## src/sacap_defines.svh

```systemverilog
// Register offsets, field positions, reset values and timing counts of the slope converter control.
`ifndef SACAP_DEFINES_SVH
`define SACAP_DEFINES_SVH
// Printed offsets are not all multiples of four, so they are indices; byte address is index * 4.
`define SACAP_IDX_TMR_LO      8'h0e
`define SACAP_IDX_TMR_HI      8'h0f
`define SACAP_IDX_CAP_LO      8'h15
`define SACAP_IDX_CAP_HI      8'h16
`define SACAP_IDX_CTRL0       8'h1f
`define SACAP_IDX_CTRL1       8'h20
`define SACAP_IDX_FLAGS       8'h21
`define SACAP_IDX_ENABLES     8'h22
`define SACAP_IDX_INTCTL      8'h23
`define SACAP_IDX_PWR         8'h24
// Field positions.
`define SACAP_CTRL0_RST_BIT   1
`define SACAP_FLAG_CAP_BIT    1
`define SACAP_FLAG_OVF_BIT    0
`define SACAP_INT_GIE_BIT     7
`define SACAP_INT_PIE_BIT     6
`define SACAP_PWR_REF_BIT     5
`define SACAP_PWR_CONV_BIT    0
// Reset values.
`define SACAP_CTRL0_RESET     8'h02
`define SACAP_CTRL1_RESET     8'h00
`define SACAP_PWR_RESET       8'h21
`define SACAP_TMR_RESET       16'h0000
// Least discharge time, held by software.
`define SACAP_DISCHARGE_NS    200000
`define SACAP_CLK_PERIOD_NS   4
`define SACAP_DISCHARGE_CYC   ((`SACAP_DISCHARGE_NS + `SACAP_CLK_PERIOD_NS - 1) / `SACAP_CLK_PERIOD_NS)
`endif

```

## src/sacap_pkg.sv

```systemverilog
// Types shared by the slope converter control.
package sacap_pkg;
  // Channel select codes of the analog mux.
  typedef enum logic [3:0] {
    SACAP_CH_EXT0 = 4'h0, SACAP_CH_EXT1 = 4'h1, SACAP_CH_EXT2 = 4'h2, SACAP_CH_EXT3 = 4'h3,
    SACAP_CH_BANDGAP = 4'h4, SACAP_CH_SLOPE_REF_HIGH = 4'h5, SACAP_CH_SLOPE_REF_LOW = 4'h6,
    SACAP_CH_TEMP = 4'h7, SACAP_CH_PREF_A = 4'h8, SACAP_CH_PREF_B = 4'h9,
    SACAP_CH_EXT4 = 4'ha, SACAP_CH_EXT5 = 4'hb, SACAP_CH_EXT6 = 4'hc, SACAP_CH_EXT7 = 4'hd,
    SACAP_CH_RSVD0 = 4'he, SACAP_CH_RSVD1 = 4'hf
  } sacap_chan_type;
  // Timer write sequence state.
  typedef enum logic [2:0] {
    SACAP_SEQ_IDLE  = 3'b001,
    SACAP_SEQ_HIGH  = 3'b010,
    SACAP_SEQ_BLOCK = 3'b100
  } sacap_seq_type;
endpackage : sacap_pkg

```

## src/sacap_sync.sv

```systemverilog
// Three-stage comparator synchroniser with agreement filter and falling-edge pulse.
`timescale 1ns/100ps
`default_nettype none
module sacap_sync (
  input  wire logic clk_i,      // Oscillator clock.
  input  wire logic reset_n_i,  // Asynchronous reset, active low.
  input  wire logic async_i,    // Comparator output from the analog side.
  output logic      level_o,    // Filtered comparator level.
  output logic      fall_o      // One-cycle pulse on a high-to-low change.
);
  logic s1_q;  // First stage; read only by the second.
  logic s2_q;  // Second stage.
  logic s3_q;  // Third stage.
  // Chain and filter; a change counts once stages two and three agree.
  always_ff @(posedge clk_i or negedge reset_n_i) begin
    if (!reset_n_i) begin
      s1_q    <= 1'b1;
      s2_q    <= 1'b1;
      s3_q    <= 1'b1;
      level_o <= 1'b1;
      fall_o  <= 1'b0;
    end else begin
      s1_q   <= async_i;  // RL21
      s2_q   <= s1_q;
      s3_q   <= s2_q;
      fall_o <= 1'b0;
      if (s2_q == s3_q) begin
        level_o <= s3_q;
        fall_o  <= level_o & ~s3_q;  // RL21
      end
    end
  end
endmodule : sacap_sync
`default_nettype wire

```

## src/sacap_top.sv

```systemverilog
// Slope converter timer, capture, flags and AXI4-Lite register slave.
// Contract
// RL1: 16-bit timer counts every clock when running.
// RL2: Power-up reset loads timer with zero.
// RL3: Software initialises timer before each conversion.
// RL4: Ramp reset stops timer, sources, discharges.
// RL5: Clearing ramp reset starts count and charge.
// RL6: Software holds ramp reset 200 us.
// RL7: Comparator fall captures timer, sets capture flag.
// RL8: Timer keeps counting after capture.
// RL9: At most one capture per conversion cycle.
// RL10: Capture request needs flag and three enables.
// RL11: Timer wrap sets overflow flag, keeps counting.
// RL12: Overflow request needs flag and three enables.
// RL13: Software clears flags; hardware never clears them.
// RL14: Timer and capture bytes readable and writable.
// RL15: High byte first; low first leaves timer stopped.
// RL16: Software avoids timer access during conversion.
// RL17: Four-bit channel select with fixed codes.
// RL18: Four-bit current code, zero means off.
// RL19: Software powers up, sets current, then resets.
// RL20: Full span 65536 counts on either oscillator.
// RL21: Comparator synchronised before edge detect.
`timescale 1ns/100ps
`default_nettype none
`include "sacap_defines.svh"
module sacap_top (
  input  wire logic        clk_i,           // Oscillator clock, 250 MHz.
  input  wire logic        reset_n_i,       // Power-up reset, asynchronous, active low.
  input  wire logic [31:0] s_axi_awaddr,    // Write address.
  input  wire logic        s_axi_awvalid,   // Write address valid.
  output logic             s_axi_awready,   // Write address ready.
  input  wire logic [31:0] s_axi_wdata,     // Write data.
  input  wire logic [3:0]  s_axi_wstrb,     // Write byte strobes.
  input  wire logic        s_axi_wvalid,    // Write data valid.
  output logic             s_axi_wready,    // Write data ready.
  output logic [1:0]       s_axi_bresp,     // Write response.
  output logic             s_axi_bvalid,    // Write response valid.
  input  wire logic        s_axi_bready,    // Write response ready.
  input  wire logic [31:0] s_axi_araddr,    // Read address.
  input  wire logic        s_axi_arvalid,   // Read address valid.
  output logic             s_axi_arready,   // Read address ready.
  output logic [31:0]      s_axi_rdata,     // Read data.
  output logic [1:0]       s_axi_rresp,     // Read response.
  output logic             s_axi_rvalid,    // Read data valid.
  input  wire logic        s_axi_rready,    // Read data ready.
  input  wire logic        comparator_i,    // Comparator output, asynchronous.
  output logic [3:0]       channel_sel_o,   // Analog mux channel code.
  output logic [3:0]       current_code_o,  // Ramp current-source code.
  output logic             discharge_o,     // Ramp capacitor discharge, active high.
  output logic             ref_power_dn_o,  // Reference power-down.
  output logic             conv_power_dn_o, // Converter power-down.
  output logic             irq_o            // Converter interrupt request, active high.
);
  localparam logic [1:0] RESP_OKAY   = 2'b00;  // Normal answer.
  localparam logic [1:0] RESP_SLVERR = 2'b10;  // Answer to an unmapped address.

  logic [15:0] timer_q;        // Conversion timer.
  logic [15:0] capture_q;      // Capture register.
  logic [7:0]  ctrl0_q;        // Channel select and ramp reset control.
  logic [7:0]  ctrl1_q;        // Current code and port configuration bits.
  logic        cap_flag_q;     // Capture flag.
  logic        ovf_flag_q;     // Overflow flag.
  logic        cap_ie_q;       // Capture interrupt enable.
  logic        ovf_ie_q;       // Overflow interrupt enable.
  logic        gie_q;          // Global interrupt enable.
  logic        pie_q;          // Peripheral interrupt enable.
  logic [7:0]  pwr_q;          // Power control register.
  logic        armed_q;        // A capture is still allowed in this cycle.
  sacap_pkg::sacap_seq_type seq_q;  // Timer write order tracker.
  logic        aw_held_q;      // Write address taken, waiting for data.
  logic        w_held_q;       // Write data taken, waiting for address.
  logic [7:0]  aw_idx_q;       // Held write register index.
  logic [7:0]  wdata_q;        // Held write byte.
  logic        wstrb_q;        // Held low-lane strobe.
  logic        comp_level;     // Filtered comparator level.
  logic        comp_fall;      // Comparator falling-edge pulse.
  logic        wr_go;          // Write performed this cycle.
  logic        running;        // Timer advances this cycle.
  logic        cap_event;      // Capture accepted this cycle.
  logic        wr_hit;         // Write index maps to a register.

  // Turns a byte address into a register index; bits [1:0] select no lane here.
  function automatic logic [7:0] addr_to_idx(input logic [31:0] a);
    addr_to_idx = a[9:2];
  endfunction : addr_to_idx

  // True when an index names one of the registers.
  function automatic logic idx_mapped(input logic [7:0] i);
    case (i)
      `SACAP_IDX_TMR_LO, `SACAP_IDX_TMR_HI, `SACAP_IDX_CAP_LO, `SACAP_IDX_CAP_HI,
      `SACAP_IDX_CTRL0, `SACAP_IDX_CTRL1, `SACAP_IDX_FLAGS, `SACAP_IDX_ENABLES,
      `SACAP_IDX_INTCTL, `SACAP_IDX_PWR: idx_mapped = 1'b1;
      default:                           idx_mapped = 1'b0;
    endcase
  endfunction : idx_mapped

  sacap_sync u_sync (
    .clk_i     (clk_i),
    .reset_n_i (reset_n_i),
    .async_i   (comparator_i),
    .level_o   (comp_level),
    .fall_o    (comp_fall)
  );

  // Writes land once both halves are held and no response is pending; bytes travel in lane zero only.
  assign wr_go     = aw_held_q & w_held_q & ~s_axi_bvalid;
  assign wr_hit    = idx_mapped(aw_idx_q);
  // A low-first write parks the timer until the next high byte write.
  assign running   = ~ctrl0_q[`SACAP_CTRL0_RST_BIT]
                   & (seq_q != sacap_pkg::SACAP_SEQ_BLOCK);  // RL1 RL4 RL5 RL15
  assign cap_event = comp_fall & armed_q & ~ctrl0_q[`SACAP_CTRL0_RST_BIT];  // RL9

  // Write address and data are taken independently, in either order.
  always_ff @(posedge clk_i or negedge reset_n_i) begin
    if (!reset_n_i) begin
      aw_held_q <= 1'b0;
      w_held_q  <= 1'b0;
      aw_idx_q  <= 8'h00;
      wdata_q   <= 8'h00;
      wstrb_q   <= 1'b0;
    end else begin
      if (s_axi_awvalid && s_axi_awready) begin
        aw_held_q <= 1'b1;
        aw_idx_q  <= addr_to_idx(s_axi_awaddr);
      end else if (wr_go) begin
        aw_held_q <= 1'b0;
      end
      if (s_axi_wvalid && s_axi_wready) begin
        w_held_q <= 1'b1;
        wdata_q  <= s_axi_wdata[7:0];
        wstrb_q  <= s_axi_wstrb[0];
      end else if (wr_go) begin
        w_held_q <= 1'b0;
      end
    end
  end

  // Ready stays high while the matching half is not yet held.
  always_ff @(posedge clk_i or negedge reset_n_i) begin
    if (!reset_n_i) begin
      s_axi_awready <= 1'b0;
      s_axi_wready  <= 1'b0;
    end else begin
      s_axi_awready <= ~(aw_held_q | (s_axi_awvalid & s_axi_awready)) | wr_go;
      s_axi_wready  <= ~(w_held_q | (s_axi_wvalid & s_axi_wready)) | wr_go;
    end
  end

  // Write response one cycle after the write lands.
  always_ff @(posedge clk_i or negedge reset_n_i) begin
    if (!reset_n_i) begin
      s_axi_bvalid <= 1'b0;
      s_axi_bresp  <= RESP_OKAY;
    end else if (wr_go) begin
      s_axi_bvalid <= 1'b1;
      s_axi_bresp  <= wr_hit ? RESP_OKAY : RESP_SLVERR;
    end else if (s_axi_bready) begin
      s_axi_bvalid <= 1'b0;
    end
  end

  // Conversion timer: software bytes win over counting in their cycle.
  always_ff @(posedge clk_i or negedge reset_n_i) begin
    if (!reset_n_i) begin
      timer_q <= `SACAP_TMR_RESET;  // RL2
    end else if (wr_go && wstrb_q && aw_idx_q == `SACAP_IDX_TMR_HI) begin
      timer_q[15:8] <= wdata_q;  // RL14
    end else if (wr_go && wstrb_q && aw_idx_q == `SACAP_IDX_TMR_LO) begin
      timer_q[7:0] <= wdata_q;  // RL14
    end else if (running) begin
      timer_q <= timer_q + 16'h0001;  // RL1 RL8 RL20
    end
  end

  // Write order tracker: high then low is fine, low alone blocks the timer.
  always_ff @(posedge clk_i or negedge reset_n_i) begin
    if (!reset_n_i) begin
      seq_q <= sacap_pkg::SACAP_SEQ_IDLE;
    end else if (wr_go && wstrb_q) begin
      case (aw_idx_q)
        `SACAP_IDX_TMR_HI: seq_q <= sacap_pkg::SACAP_SEQ_HIGH;
        `SACAP_IDX_TMR_LO: begin
          seq_q <= (seq_q == sacap_pkg::SACAP_SEQ_HIGH) ? sacap_pkg::SACAP_SEQ_IDLE
                                                      : sacap_pkg::SACAP_SEQ_BLOCK;  // RL15
        end
        default: seq_q <= seq_q;
      endcase
    end
  end

  // Capture register: a comparator fall copies the live count.
  always_ff @(posedge clk_i or negedge reset_n_i) begin
    if (!reset_n_i) begin
      capture_q <= 16'h0000;
    end else if (cap_event) begin
      capture_q <= timer_q;  // RL7
    end else if (wr_go && wstrb_q && aw_idx_q == `SACAP_IDX_CAP_LO) begin
      capture_q[7:0] <= wdata_q;  // RL14
    end else if (wr_go && wstrb_q && aw_idx_q == `SACAP_IDX_CAP_HI) begin
      capture_q[15:8] <= wdata_q;  // RL14
    end
  end

  // One capture per cycle; the arm is restored while ramp reset is held.
  always_ff @(posedge clk_i or negedge reset_n_i) begin
    if (!reset_n_i) begin
      armed_q <= 1'b1;
    end else if (ctrl0_q[`SACAP_CTRL0_RST_BIT]) begin
      armed_q <= 1'b1;
    end else if (cap_event) begin
      armed_q <= 1'b0;  // RL9
    end
  end

  // Flags: hardware only sets; a set wins over a software clear in the same cycle.
  always_ff @(posedge clk_i or negedge reset_n_i) begin
    if (!reset_n_i) begin
      cap_flag_q <= 1'b0;
      ovf_flag_q <= 1'b0;
    end else begin
      if (cap_event) begin
        cap_flag_q <= 1'b1;  // RL7
      end else if (wr_go && wstrb_q && aw_idx_q == `SACAP_IDX_FLAGS) begin
        cap_flag_q <= wdata_q[`SACAP_FLAG_CAP_BIT];  // RL13
      end
      if (running && timer_q == 16'hffff) begin
        ovf_flag_q <= 1'b1;  // RL11
      end else if (wr_go && wstrb_q && aw_idx_q == `SACAP_IDX_FLAGS) begin
        ovf_flag_q <= wdata_q[`SACAP_FLAG_OVF_BIT];  // RL13
      end
    end
  end

  // Control, enable and power registers written by software.
  always_ff @(posedge clk_i or negedge reset_n_i) begin
    if (!reset_n_i) begin
      ctrl0_q  <= `SACAP_CTRL0_RESET;
      ctrl1_q  <= `SACAP_CTRL1_RESET;
      cap_ie_q <= 1'b0;
      ovf_ie_q <= 1'b0;
      gie_q    <= 1'b0;
      pie_q    <= 1'b0;
      pwr_q    <= `SACAP_PWR_RESET;
    end else if (wr_go && wstrb_q) begin
      case (aw_idx_q)
        `SACAP_IDX_CTRL0: ctrl0_q <= wdata_q & 8'hf7;  // RL17
        `SACAP_IDX_CTRL1: ctrl1_q <= wdata_q;  // RL18
        `SACAP_IDX_ENABLES: begin
          cap_ie_q <= wdata_q[`SACAP_FLAG_CAP_BIT];
          ovf_ie_q <= wdata_q[`SACAP_FLAG_OVF_BIT];
        end
        `SACAP_IDX_INTCTL: begin
          gie_q <= wdata_q[`SACAP_INT_GIE_BIT];
          pie_q <= wdata_q[`SACAP_INT_PIE_BIT];
        end
        `SACAP_IDX_PWR: pwr_q <= wdata_q;
        default: pwr_q <= pwr_q;
      endcase
    end
  end

  // Analog-side outputs; ramp reset forces sources off and discharges.
  always_ff @(posedge clk_i or negedge reset_n_i) begin
    if (!reset_n_i) begin
      channel_sel_o   <= 4'h0;
      current_code_o  <= 4'h0;
      discharge_o     <= 1'b1;
      ref_power_dn_o  <= 1'b1;
      conv_power_dn_o <= 1'b1;
    end else begin
      channel_sel_o   <= ctrl0_q[7:4];  // RL17
      current_code_o  <= ctrl0_q[`SACAP_CTRL0_RST_BIT] ? 4'h0 : ctrl1_q[7:4];  // RL4 RL5 RL18
      discharge_o     <= ctrl0_q[`SACAP_CTRL0_RST_BIT];  // RL4
      ref_power_dn_o  <= pwr_q[`SACAP_PWR_REF_BIT];
      conv_power_dn_o <= pwr_q[`SACAP_PWR_CONV_BIT];
    end
  end

  // Interrupt request needs the flag, its enable and both global enables.
  always_ff @(posedge clk_i or negedge reset_n_i) begin
    if (!reset_n_i) begin
      irq_o <= 1'b0;
    end else begin
      irq_o <= gie_q & pie_q & ((cap_flag_q & cap_ie_q)       // RL10
                              | (ovf_flag_q & ovf_ie_q));     // RL12
    end
  end

  // Read channel: one request at a time, data one cycle after the address.
  always_ff @(posedge clk_i or negedge reset_n_i) begin
    if (!reset_n_i) begin
      s_axi_arready <= 1'b0;
      s_axi_rvalid  <= 1'b0;
      s_axi_rdata   <= 32'h00000000;
      s_axi_rresp   <= RESP_OKAY;
    end else if (s_axi_arvalid && s_axi_arready) begin
      s_axi_arready <= 1'b0;
      s_axi_rvalid  <= 1'b1;
      s_axi_rresp   <= idx_mapped(addr_to_idx(s_axi_araddr)) ? RESP_OKAY : RESP_SLVERR;
      case (addr_to_idx(s_axi_araddr))
        `SACAP_IDX_TMR_LO:  s_axi_rdata <= {24'h000000, timer_q[7:0]};  // RL14
        `SACAP_IDX_TMR_HI:  s_axi_rdata <= {24'h000000, timer_q[15:8]};
        `SACAP_IDX_CAP_LO:  s_axi_rdata <= {24'h000000, capture_q[7:0]};
        `SACAP_IDX_CAP_HI:  s_axi_rdata <= {24'h000000, capture_q[15:8]};
        `SACAP_IDX_CTRL0:   s_axi_rdata <= {24'h000000, ctrl0_q};
        `SACAP_IDX_CTRL1:   s_axi_rdata <= {24'h000000, ctrl1_q};
        `SACAP_IDX_FLAGS:   s_axi_rdata <= {30'h00000000, cap_flag_q, ovf_flag_q};
        `SACAP_IDX_ENABLES: s_axi_rdata <= {30'h00000000, cap_ie_q, ovf_ie_q};
        `SACAP_IDX_INTCTL:  s_axi_rdata <= {24'h000000, gie_q, pie_q, 6'h00};
        `SACAP_IDX_PWR:     s_axi_rdata <= {24'h000000, pwr_q};
        default:            s_axi_rdata <= {31'h00000000, comp_level};
      endcase
    end else if (s_axi_rvalid) begin
      if (s_axi_rready) begin
        s_axi_rvalid  <= 1'b0;
        s_axi_arready <= 1'b1;
      end
    end else begin
      s_axi_arready <= 1'b1;
    end
  end
endmodule : sacap_top
`default_nettype wire

```

## config.mk

```make
export PLATFORM = sky130hd
export DESIGN_NAME = sacap_top
export DESIGN_NICKNAME = d
export VERILOG_FILES = /design/src/sacap_pkg.sv /design/src/sacap_sync.sv /design/src/sacap_top.sv
export VERILOG_INCLUDE_DIRS = /design/src
export SDC_FILE = /design/constraint.sdc
export NUM_CORES = 1
export LEC_CHECK = 0
export ABC_CLOCK_PERIOD_IN_PS = 6000
export BUFFER_PORTS_ARGS = -buffer_cell sky130_fd_sc_hd__buf_2
export CORE_MARGIN = 2
export CORE_UTILIZATION = 55
export DETAILED_ROUTE_END_ITERATION = 7
export PLACE_DENSITY = 0.84
export SETUP_SLACK_MARGIN = 0.2
export SLEW_MARGIN = 0
export SYNTH_ARGS = -nofsm -noshare
export SYNTH_HDL_FRONTEND = slang
export SYNTH_SLANG_ARGS = --single-unit
```

## constraint.sdc

```tcl
create_clock -name clk_i -period 6 [get_ports clk_i]
set_input_delay 1.2 -clock clk_i [delete_from_list [all_inputs] [get_ports clk_i]]
set_output_delay 1.2 -clock clk_i [all_outputs]
set_load 0.005 [all_outputs]
```

==> impl_metrics.yaml, run 1 <==
logic_synthesis:
  yosys.area_share.xor_xnor: 0.0122
  synthMuxAreaShare: 0.141
  synth_ff_type: "dfrtp_1"
  ys_async_sr_fraction: 1.00
  synth-simple-area-share: 0.149
  ys_ff_latch: 116
  yosysUniqueCellTypes: 67
  yosysTopAreaCellShare: 0.453
  synth.avg_cell_area_um2: 10.8
  synth_top_family_by_area: "simple AND/OR/NAND/NOR gates"
  ys_warn_count: 0
  synthTopCellsByArea: "dfrtp_1, mux2_2, dfstp_2"
  synth-edff-count: 0
  syn_inst: 533
  synth_fa_ha_area_frac: 0.00392
  synth_top_cell_by_area: "dfrtp_1"
  synth_area_um2: 5740
  synth_compound_area_frac: 0.122
  ys_seq_area_frac: 0.508
worst_setup_path:
  worstPathArrival_ns: 3.21
  cp_max_fo: 9
  crit_path_start_kind: "input port"
  r2r_slack_ns: 3.32
  worstReg2RegEnd: "timer_q[3]"
  cp.required_ns: 6.46
  r2r-start: "aw_idx_q[4]"
  ff2ff_path_depth: 5
  worstSetupPathType: "input port to flip-flop"
  end_kind: "flip-flop"
route:
  detail-route-antenna-nets: 0
  drc_errors: 0
  drtIter0Drc: 383
  viasPerCell: 5.96
  dr.pass1.iters: 5
  wirelength_um: 13600
  vias: 4352
  wl_per_cell_um: 18.7
global_routing:
  grt_pass1_vias: 4325
  antenna_found_initial: 0
  gr-total-overflow: 0
  track_usage: 0.260
  grt_max_degree: 84
  grt_pass1_wl_um: 22400
power:
  ir_worst_vdd_mv: 0.344
  swShare: 0.316
  clock_power_share: 0.371
  switchingPower_mw: 0.874
  p_int_mw: 1.89
  seq_power_share: 0.453
  power.leakage_nw: 3.16
  power_density_nw_per_um2: 418
  power_frac_comb: 0.176
die:
  core_area_um2: 10200
  io_pins: 161
  rows: 37
  start_util: 0.561
  die_y_um: 106
  die_area_um2: 11300
  die_width_um: 106
finish:
  final_cells: 730
  drive_gt1_frac: 0.261
  area_growth_pct: 15.1
  layout_common_cells: "dfrtp_1, buf_2, nand2_1"
  nets: 690
  diodes: 0
  final_common_cell: "dfrtp_1"
cts:
  htreeDepth: 4
  cts_tree: "built"
  cts_buffers: 17
  path_clk_slew_ns: 0.05
  holdBufCountCts: 0
  clkLatencyLatePin_ns: 0.53
  clock-root-buffer: "clkbuf_8"
  clk_path_buf_depth: 2
  cts_sinks: 116
  cts_resized: 0
  cts_setup_buffers: 0
timing:
  setup_viol: 0
  timing.final.hold_violations: 0
  hold-worst-slack_ns: 0.355
  skew_ns: 0.00751
  worst_slew_pin_slew_ns: 1.18
  slew_viol_final: 0
  min_period_over_period: 0.458
  rsz0062_at_grt: "no"
  setup_tns_ns: 0
  slew_headroom: 0.211
  setup_ws_ns: 3.25
  finalCriticalPeriod_ns: 2.75
  timing.fmax_ghz: 0.364
hold_path:
  hold_path.class: "flip-flop to flip-flop"
  hold_path_end: "u_sync.s2_q"
  min_from: "u_sync.s1_q"
  hold_depth: 0
place:
  dp_slack_ns: 2.76
  hpwl_um: 9240
  dp_cells: 698
  place_congestion: 0.932
  port_buffers: 59
status:
  status: "finished, final reports clean"
job:
  drv_cap: 0
-- routing by layer --
metal / up-vias / wire [um] / share of wire / GRT usage
met5: - / 0 / 0 / 0
met4: 0 / 447 / 0.033 / 0.141
met3: 34 / 976 / 0.072 / 0.0558
met2: 203 / 6570 / 0.48 / 0.405
met1: 2135 / 5630 / 0.41 / 0.340
li1: 1980 / - / - / -
-- cell families (layout without fill, tap and decap cells) --
kind of cell	after synthesis	count (layout)
buffers and inverters	69	105
DFF	116	116
other	1	26
muxes	72	72
AOI/OAI and AO/OA	107	107
adders and majority gates	2	2
xor gates and xnor gates	8	8
and+or+nand+nor	158	158
-- synth_stat cells, drive strengths merged, types with 6 or more instances --
library cell / number
nand3: 17
xnor2: 8
o22ai: 7
a21oi: 30
nor2b: 7
clkbuf: 27
inv: 12
o21ai: 21
dfstp: 12
nor4: 8
dfrtp: 104
or3: 6
a22oi: 9
nor3: 9
buf: 30
mux2: 45
mux2i: 27
nor2: 37
nand2: 38
-- flip-flops by register name, indices dropped and copies added, names as in the netlist, 3 cells and up --
| register | count |
|---|---|
| s_axi_rdata | 8 |
| ctrl1_q | 8 |
| pwr_q | 8 |
| ctrl0_q | 7 |
| wdata_q | 8 |
| capture_q | 16 |
| channel_sel_o | 4 |
| aw_idx_q | 8 |
| current_code_o | 4 |
| timer_q | 16 |
| seq_q | 3 |
-- cell type report --
class,instances,area [um^2]
clock buffers,18,418
clock inverters,14,186
fillers,760,3620
inverters,12,45.0
multi-input cells,373,2560
flip-flops and latches,116,2920
well taps,136,170
repair buffers,61,313
-- critical path, stage by stage --
cell	delay, ns
buf_2	0.12
or4b_1	0.62
nor4_4	0.54
o41ai_1	0.27
a31oi_1	0.30
a221o_1	0.15
-- power by group through the flow --
stage / clock (mW) / sequential (mW) / combinational [mW]
after floorplan: 0 / 1.11 / 0.419
after global placement: 0 / 1.23 / 0.458
after global routing: 1.08 / 1.27 / 0.544
after detailed placement: 0 / 1.25 / 0.483
after CTS: 1.04 / 1.24 / 0.489
final: 1.03 / 1.25 / 0.486
-- metrics by stage --
step                utilization  total power [mW]  instance area, um^2
floorplan                     -              1.53                 5840
global route              0.646              2.89                 6610
finish                    0.646              2.76                 6610
global placement          0.587              1.69                 6000
detailed placement        0.587              1.73                 6000
CTS                       0.646              2.77                 6610
-- worst max path at each step --
stage	start	endpoint	slack (ns)
4_1_cts	s_axi_araddr[9]	s_axi_rdata[0]	3.31
3_5_place_dp	s_axi_araddr[9]	s_axi_rdata[0]	2.76
2_1_floorplan	s_axi_araddr[9]	s_axi_rdata[0]	3.18
3_3_place_gp	s_axi_araddr[9]	s_axi_rdata[0]	2.75
5_1_grt	aw_idx_q[4]	timer_q[3]	3.12
6_report	s_axi_araddr[9]	s_axi_rdata[0]	3.25
Note: power is estimated with default switching activity, not from simulation.
==> run 2: changes to the inputs <==
Settings changed: ABC_CLOCK_PERIOD_IN_PS 6000 to 2550, CORE_UTILIZATION 55 to 53, PLACE_DENSITY 0.84 to 0.81.
Clock period 6 ns to 2.55 ns, I/O delays scaled along.
==> run 2 against run 1 <==
Clock-buffer cell count is 5 higher; routed wire length is 0.26% lower; largest cell class unchanged; critical endpoint is now pwr_q[4]; register-to-register slack worse by 3.1 ns; sequential power is 130% higher; clock skew is 0.0035 ns higher; first-iteration DRC count is 6.8% higher.
==> impl_metrics.yaml, run 2 (same netlist as run 1, synthesis figures left out) <==
status:
  status: "finished, final reports clean"
worst_setup_path:
  worstPathArrival_ns: 2.71
  cpPeakStageDelay_ns: 0.52
  cp_max_fo: 8
  end_kind: "flip-flop"
  ff2ff_path_depth: 5
  slowest_stage: "or4b_4"
  cp.required_ns: 2.95
  worstSetupPathType: "flip-flop to flip-flop"
  crit_path_start_kind: "flip-flop"
  crit_chain: "or3_4, or4b_4, or3_1, buf_6, mux2_4"
timing:
  worst_slew_pin_slew_ns: 0.665
  skew_ns: 0.0110
  slew_headroom: 0.556
  rsz0062_at_grt: "no"
  setup_viol: 0
  setup_tns_ns: 0
  timing.fmax_ghz: 0.432
  min_period_over_period: 0.907
  slew_viol_final: 0
  hold-worst-slack_ns: 0.0997
  timing.final.hold_violations: 0
  finalCriticalPeriod_ns: 2.31
global_routing:
  gr-total-overflow: 0
  track_usage: 0.250
  antenna_found_initial: 0
  grt_pass1_wl_um: 22200
  grt_max_degree: 56
  grt_pass1_vias: 4425
finish:
  diodes: 0
  largestRegisters: "capture_q x16, timer_q x16"
  drive_gt1_frac: 0.283
  area_growth_pct: 18.1
  final_common_cell: "dfrtp_1"
  nets: 704
  final_cells: 748
  fillers: 809
  layout_common_cells: "dfrtp_1, buf_2, nand2_1"
cts:
  cts_buffers: 17
  htreeDepth: 4
  clkLatencyLatePin_ns: 0.52
  clock-root-buffer: "clkbuf_8"
  clk_path_buf_depth: 2
  cts_tree: "built"
  path_clk_slew_ns: 0.05
  cts_sinks: 116
die:
  die_area_um2: 11700
  core_area_um2: 10700
  start_util: 0.537
  die_width_um: 108
  rows: 38
  die_y_um: 108
  io_pins: 161
route:
  drtIter0Drc: 409
  wl_per_cell_um: 18.2
  vias: 4394
  dr.pass1.iters: 6
  wirelength_um: 13600
  detail-route-antenna-nets: 0
  drc_errors: 0
  viasPerCell: 5.87
place:
  port_buffers: 59
  dp_cells: 714
  place_congestion: 0.906
  hpwl_um: 9250
power:
  finalPower_mw: 6.58
  ir_worst_vdd_mv: 0.616
  power_density_nw_per_um2: 971
  power.leakage_nw: 3.26
hold_path:
  hold_path.class: "input port to flip-flop"
  hold_depth: 1
job:
  drv_cap: 0
-- run 2: cell count changes in the layout (fill, tap and decap cells not counted), sizes merged --
cell	previous run	this run
clkinvlp	5	2
dlygate4sd3	0	1
clkinv	5	3
clkbuf	18	23
buf	61	74
-- run 2: what timing repair did --
action,4_1_cts,5_1_grt
pin swaps,0,1
endpoints found under the hold margin,28,0
hold buffers,1,0
gates resized for setup,2,4
setup endpoints to repair,7,22
setup buffers,0,1
-- run 2: cell type report --
type                       count  area (um^2)  share of cell area
sequential                   116         2920               0.430
multi-input combinational    373         2580               0.381
clock buffer                  23          477              0.0703
timing repair buffer          75          437              0.0644
tap                          140          175              0.0258
clock inverter                 9          150              0.0221
inverter                      12         45.0             0.00664
-- run 2: worst max-delay path, delay by kind of cell (launching register included) --
family | cells | cell delay, ns
DFF | 1 | 0.41
muxes | 1 | 0.31
buffers and inverters | 1 | 0.18
and+or+nand+nor | 3 | 1.29
-- run 2: stage by stage --
stage                     setup slack, ns  instance area [um^2]   util
after floorplan                     0.319                  5840      -
after global placement              0.229                  6110  0.571
after detailed placement            0.183                  6110  0.571
after CTS                           0.203                  6760  0.632
after global routing                0.214                  6780  0.634
final                               0.237                  6780  0.634
-- run 2: worst paths after layout --
check	end	start	slack (ns)
worst max register to register	pwr_q[4]	aw_idx_q[7]	0.24
min in group asynchronous	current_code_o[2]	reset_n_i	0.47
worst min-delay path	u_sync.s1_q	comparator_i	0.1
worst max-delay path	pwr_q[4]	aw_idx_q[7]	0.24
worst min register to register	u_sync.s2_q	u_sync.s1_q	0.35
max in group asynchronous	discharge_o	reset_n_i	1.28
-- run 2: power breakdown --
part	total (mW)	internal, mW	leakage (nW)	switching, mW
clock network	2.49	1.68	0.304	0.803
registers	2.89	2.29	1.48	0.602
logic	1.20	0.609	1.48	0.596
-- run 2: metal layers --
metal,up-vias,share of wire,global-route usage
li1,2011,-,-
met1,2154,0.40,0.307
met2,186,0.51,0.423
met3,43,0.063,0.0639
met4,0,0.026,0.0998
met5,-,0,0
==> run 3: changes to the inputs <==
Settings changed: MAX_ROUTING_LAYER set to met4, SYNTH_HIERARCHICAL set to 1.
==> run 3 against run 2 <==
Sequential power barely moved; total power down 4.3%; register-to-register slack gained 0.16 ns; clock-buffer cell count fell by 3.
==> impl_metrics.yaml, run 3 <==
cts:
  clk_path_buf_depth: 2
  htreeDepth: 4
  cts_sinks: 116
  cts_tree: "built"
  clkLatencyLatePin_ns: 0.52
  path_clk_slew_ns: 0.05
  cts_buffers: 17
  clock-root-buffer: "clkbuf_8"
finish:
  diodes: 0
  area_growth_pct: 16.0
  layout_common_cells: "dfrtp_1, nand2_1, buf_2"
  final_area_um2: 6650
  final_cells: 758
  final_common_cell: "dfrtp_1"
  nets: 718
  finalCoreUtilization: 0.638
  drive_gt1_frac: 0.268
  largestRegisters: "capture_q x16, timer_q x16"
worst_setup_path:
  end_kind: "flip-flop"
  worstPathArrival_ns: 2.55
  crit_path_start_kind: "flip-flop"
  worstReg2RegEnd: "ctrl1_q[2]"
  ff2ff_path_depth: 4
  worstSetupPathType: "flip-flop to flip-flop"
  cp.required_ns: 2.95
  r2r-start: "aw_idx_q[4]"
  cp_max_fo: 9
  r2r_slack_ns: 0.39
hold_path:
  hold_path.class: "input port to flip-flop"
  hold_path_end: "u_sync/s1_q"
  min_from: "comparator_i"
  hold_depth: 1
global_routing:
  gr-total-overflow: 0
  grt_pass1_vias: 4477
  grt_max_degree: 53
  grt_pass1_wl_um: 22600
  antenna_found_initial: 0
  track_usage: 0.264
place:
  dp_cells: 725
  hpwl_um: 9430
  port_buffers: 59
  place_congestion: 0.952
  place_area_um2: 6090
  dp_slack_ns: 0.189
timing:
  skew_ns: 0.00930
  min_period_over_period: 0.846
  setup_tns_ns: 0
  setup_viol: 0
  finalCriticalPeriod_ns: 2.16
  timing.fmax_ghz: 0.464
  rsz0062_at_grt: "no"
  timing.final.hold_violations: 0
  slew_viol_final: 0
  setup_ws_ns: 0.393
  hold-worst-slack_ns: 0.0962
  worst_slew_pin_slew_ns: 0.634
  slew_headroom: 0.577
route:
  dr.pass1.iters: 5
  vias: 4552
  detail-route-antenna-nets: 0
  drtIter0Drc: 346
  viasPerCell: 6.01
  wirelength_um: 13900
  drc_errors: 0
  wl_per_cell_um: 18.4
logic_synthesis:
  yosysUniqueCellTypes: 67
  ys_seq_area_frac: 0.509
  synth_area_um2: 5730
  syn_inst: 545
  synth_ff_type: "dfrtp_1"
  ys_async_sr_fraction: 1.00
  yosysTopAreaCellShare: 0.454
  yosysMostFrequentCell: "dfrtp_1"
  synth.avg_cell_area_um2: 10.5
  synthTopCellsByArea: "dfrtp_1, mux2_2, mux2i_1"
  ys_warn_count: 6
  synth_top_cell_by_area: "dfrtp_1"
  synth_common_cells: "dfrtp_1, nand2_1, mux2_2"
  synth-edff-count: 0
  ys_ff_latch: 116
die:
  io_pins: 161
  die_y_um: 108
  die_area_um2: 11700
  rows: 37
  core_area_um2: 10400
  start_util: 0.550
  die_width_um: 108
status:
  status: "finished, final reports clean"
power:
  ir_worst_vdd_mv: 0.551
  power_density_nw_per_um2: 948
  finalPower_mw: 6.30
  power.leakage_nw: 3.22
job:
  drv_cap: 0
==> run 3: cell count changes after synthesis, sizes merged, moves of 4 or more <==
cell	previous run	this run
o21ai	21	49
nand2	38	65
clkbuf	27	18
nor2	37	28
xnor2	8	1
a21oi	30	25
mux2i	27	32
or4	5	0
nand3	17	13
nand4	4	8
xor2	0	4
==> run 3: area by class of cell <==
cell class                      instances  area (um^2)
Tap cell                              136          170
Sequential cell                       116         2920
Timing Repair Buffer                   71          403
Clock inverter                         12          108
Clock buffer                           20          435
Inverter                               12         45.0
Multi-Input combinational cell        391         2570
Fill cell                             801         3770
==> run 3: worst max-delay path by stage <==
stage,start,end,slack [ns]
finish,aw_idx_q[4],ctrl1_q[2],0.39
global route,aw_idx_q[5],capture_q[14],0.24
CTS,aw_idx_q[5],capture_q[6],0.36
detailed placement,s_axi_araddr[7],s_axi_rdata[0],0.19
global placement,s_axi_araddr[7],s_axi_rdata[1],0.20
floorplan,s_axi_araddr[7],s_axi_rdata[0],0.51
==> run 3: report_power, final <==
group	internal (mW)	switching (mW)	total, mW
clock	1.31	0.837	2.15
combinational	0.571	0.666	1.24
sequential	2.28	0.629	2.91
==> run 3: logic make-up (layout without fill, tap and decap cells) <==
family                     Yosys count  count (layout)  share of synthesized area
muxes                               74              74                      0.138
and+or+nand+nor                    165             165                      0.151
buffers and inverters               63             115                     0.0602
AOI/OAI and AO/OA                  119             119                      0.129
other                                1              26                   0.000654
adders and majority gates            2               2                    0.00415
xor gates and xnor gates             5               5                    0.00764
DFF                                116             116                      0.509
==> run 3: what timing repair did <==
item / 4_1_cts / 5_1_grt
endpoints found under the setup margin: 0 / 8
hold endpoints to repair: 32 / 0
resized for setup: 0 / 1
hold buffers: 1 / 0
setup buffers: 0 / 0
==> run 3: per-layer routing <==
metal / global-route usage / vias to the layer above / share of wire
li1: - / 2039 / -
met1: 0.321 / 2249 / 0.41
met2: 0.416 / 218 / 0.48
met3: 0.0615 / 46 / 0.069
met4: 0.130 / 0 / 0.041
met5: - / - / 0
==> run 3: critical path: stages (launching register included) <==
cell and delay, ns:
dfrtp_1 0.39, or3_1 0.52, nor3b_2 0.36, nand4b_2 0.37, mux2_2 0.39
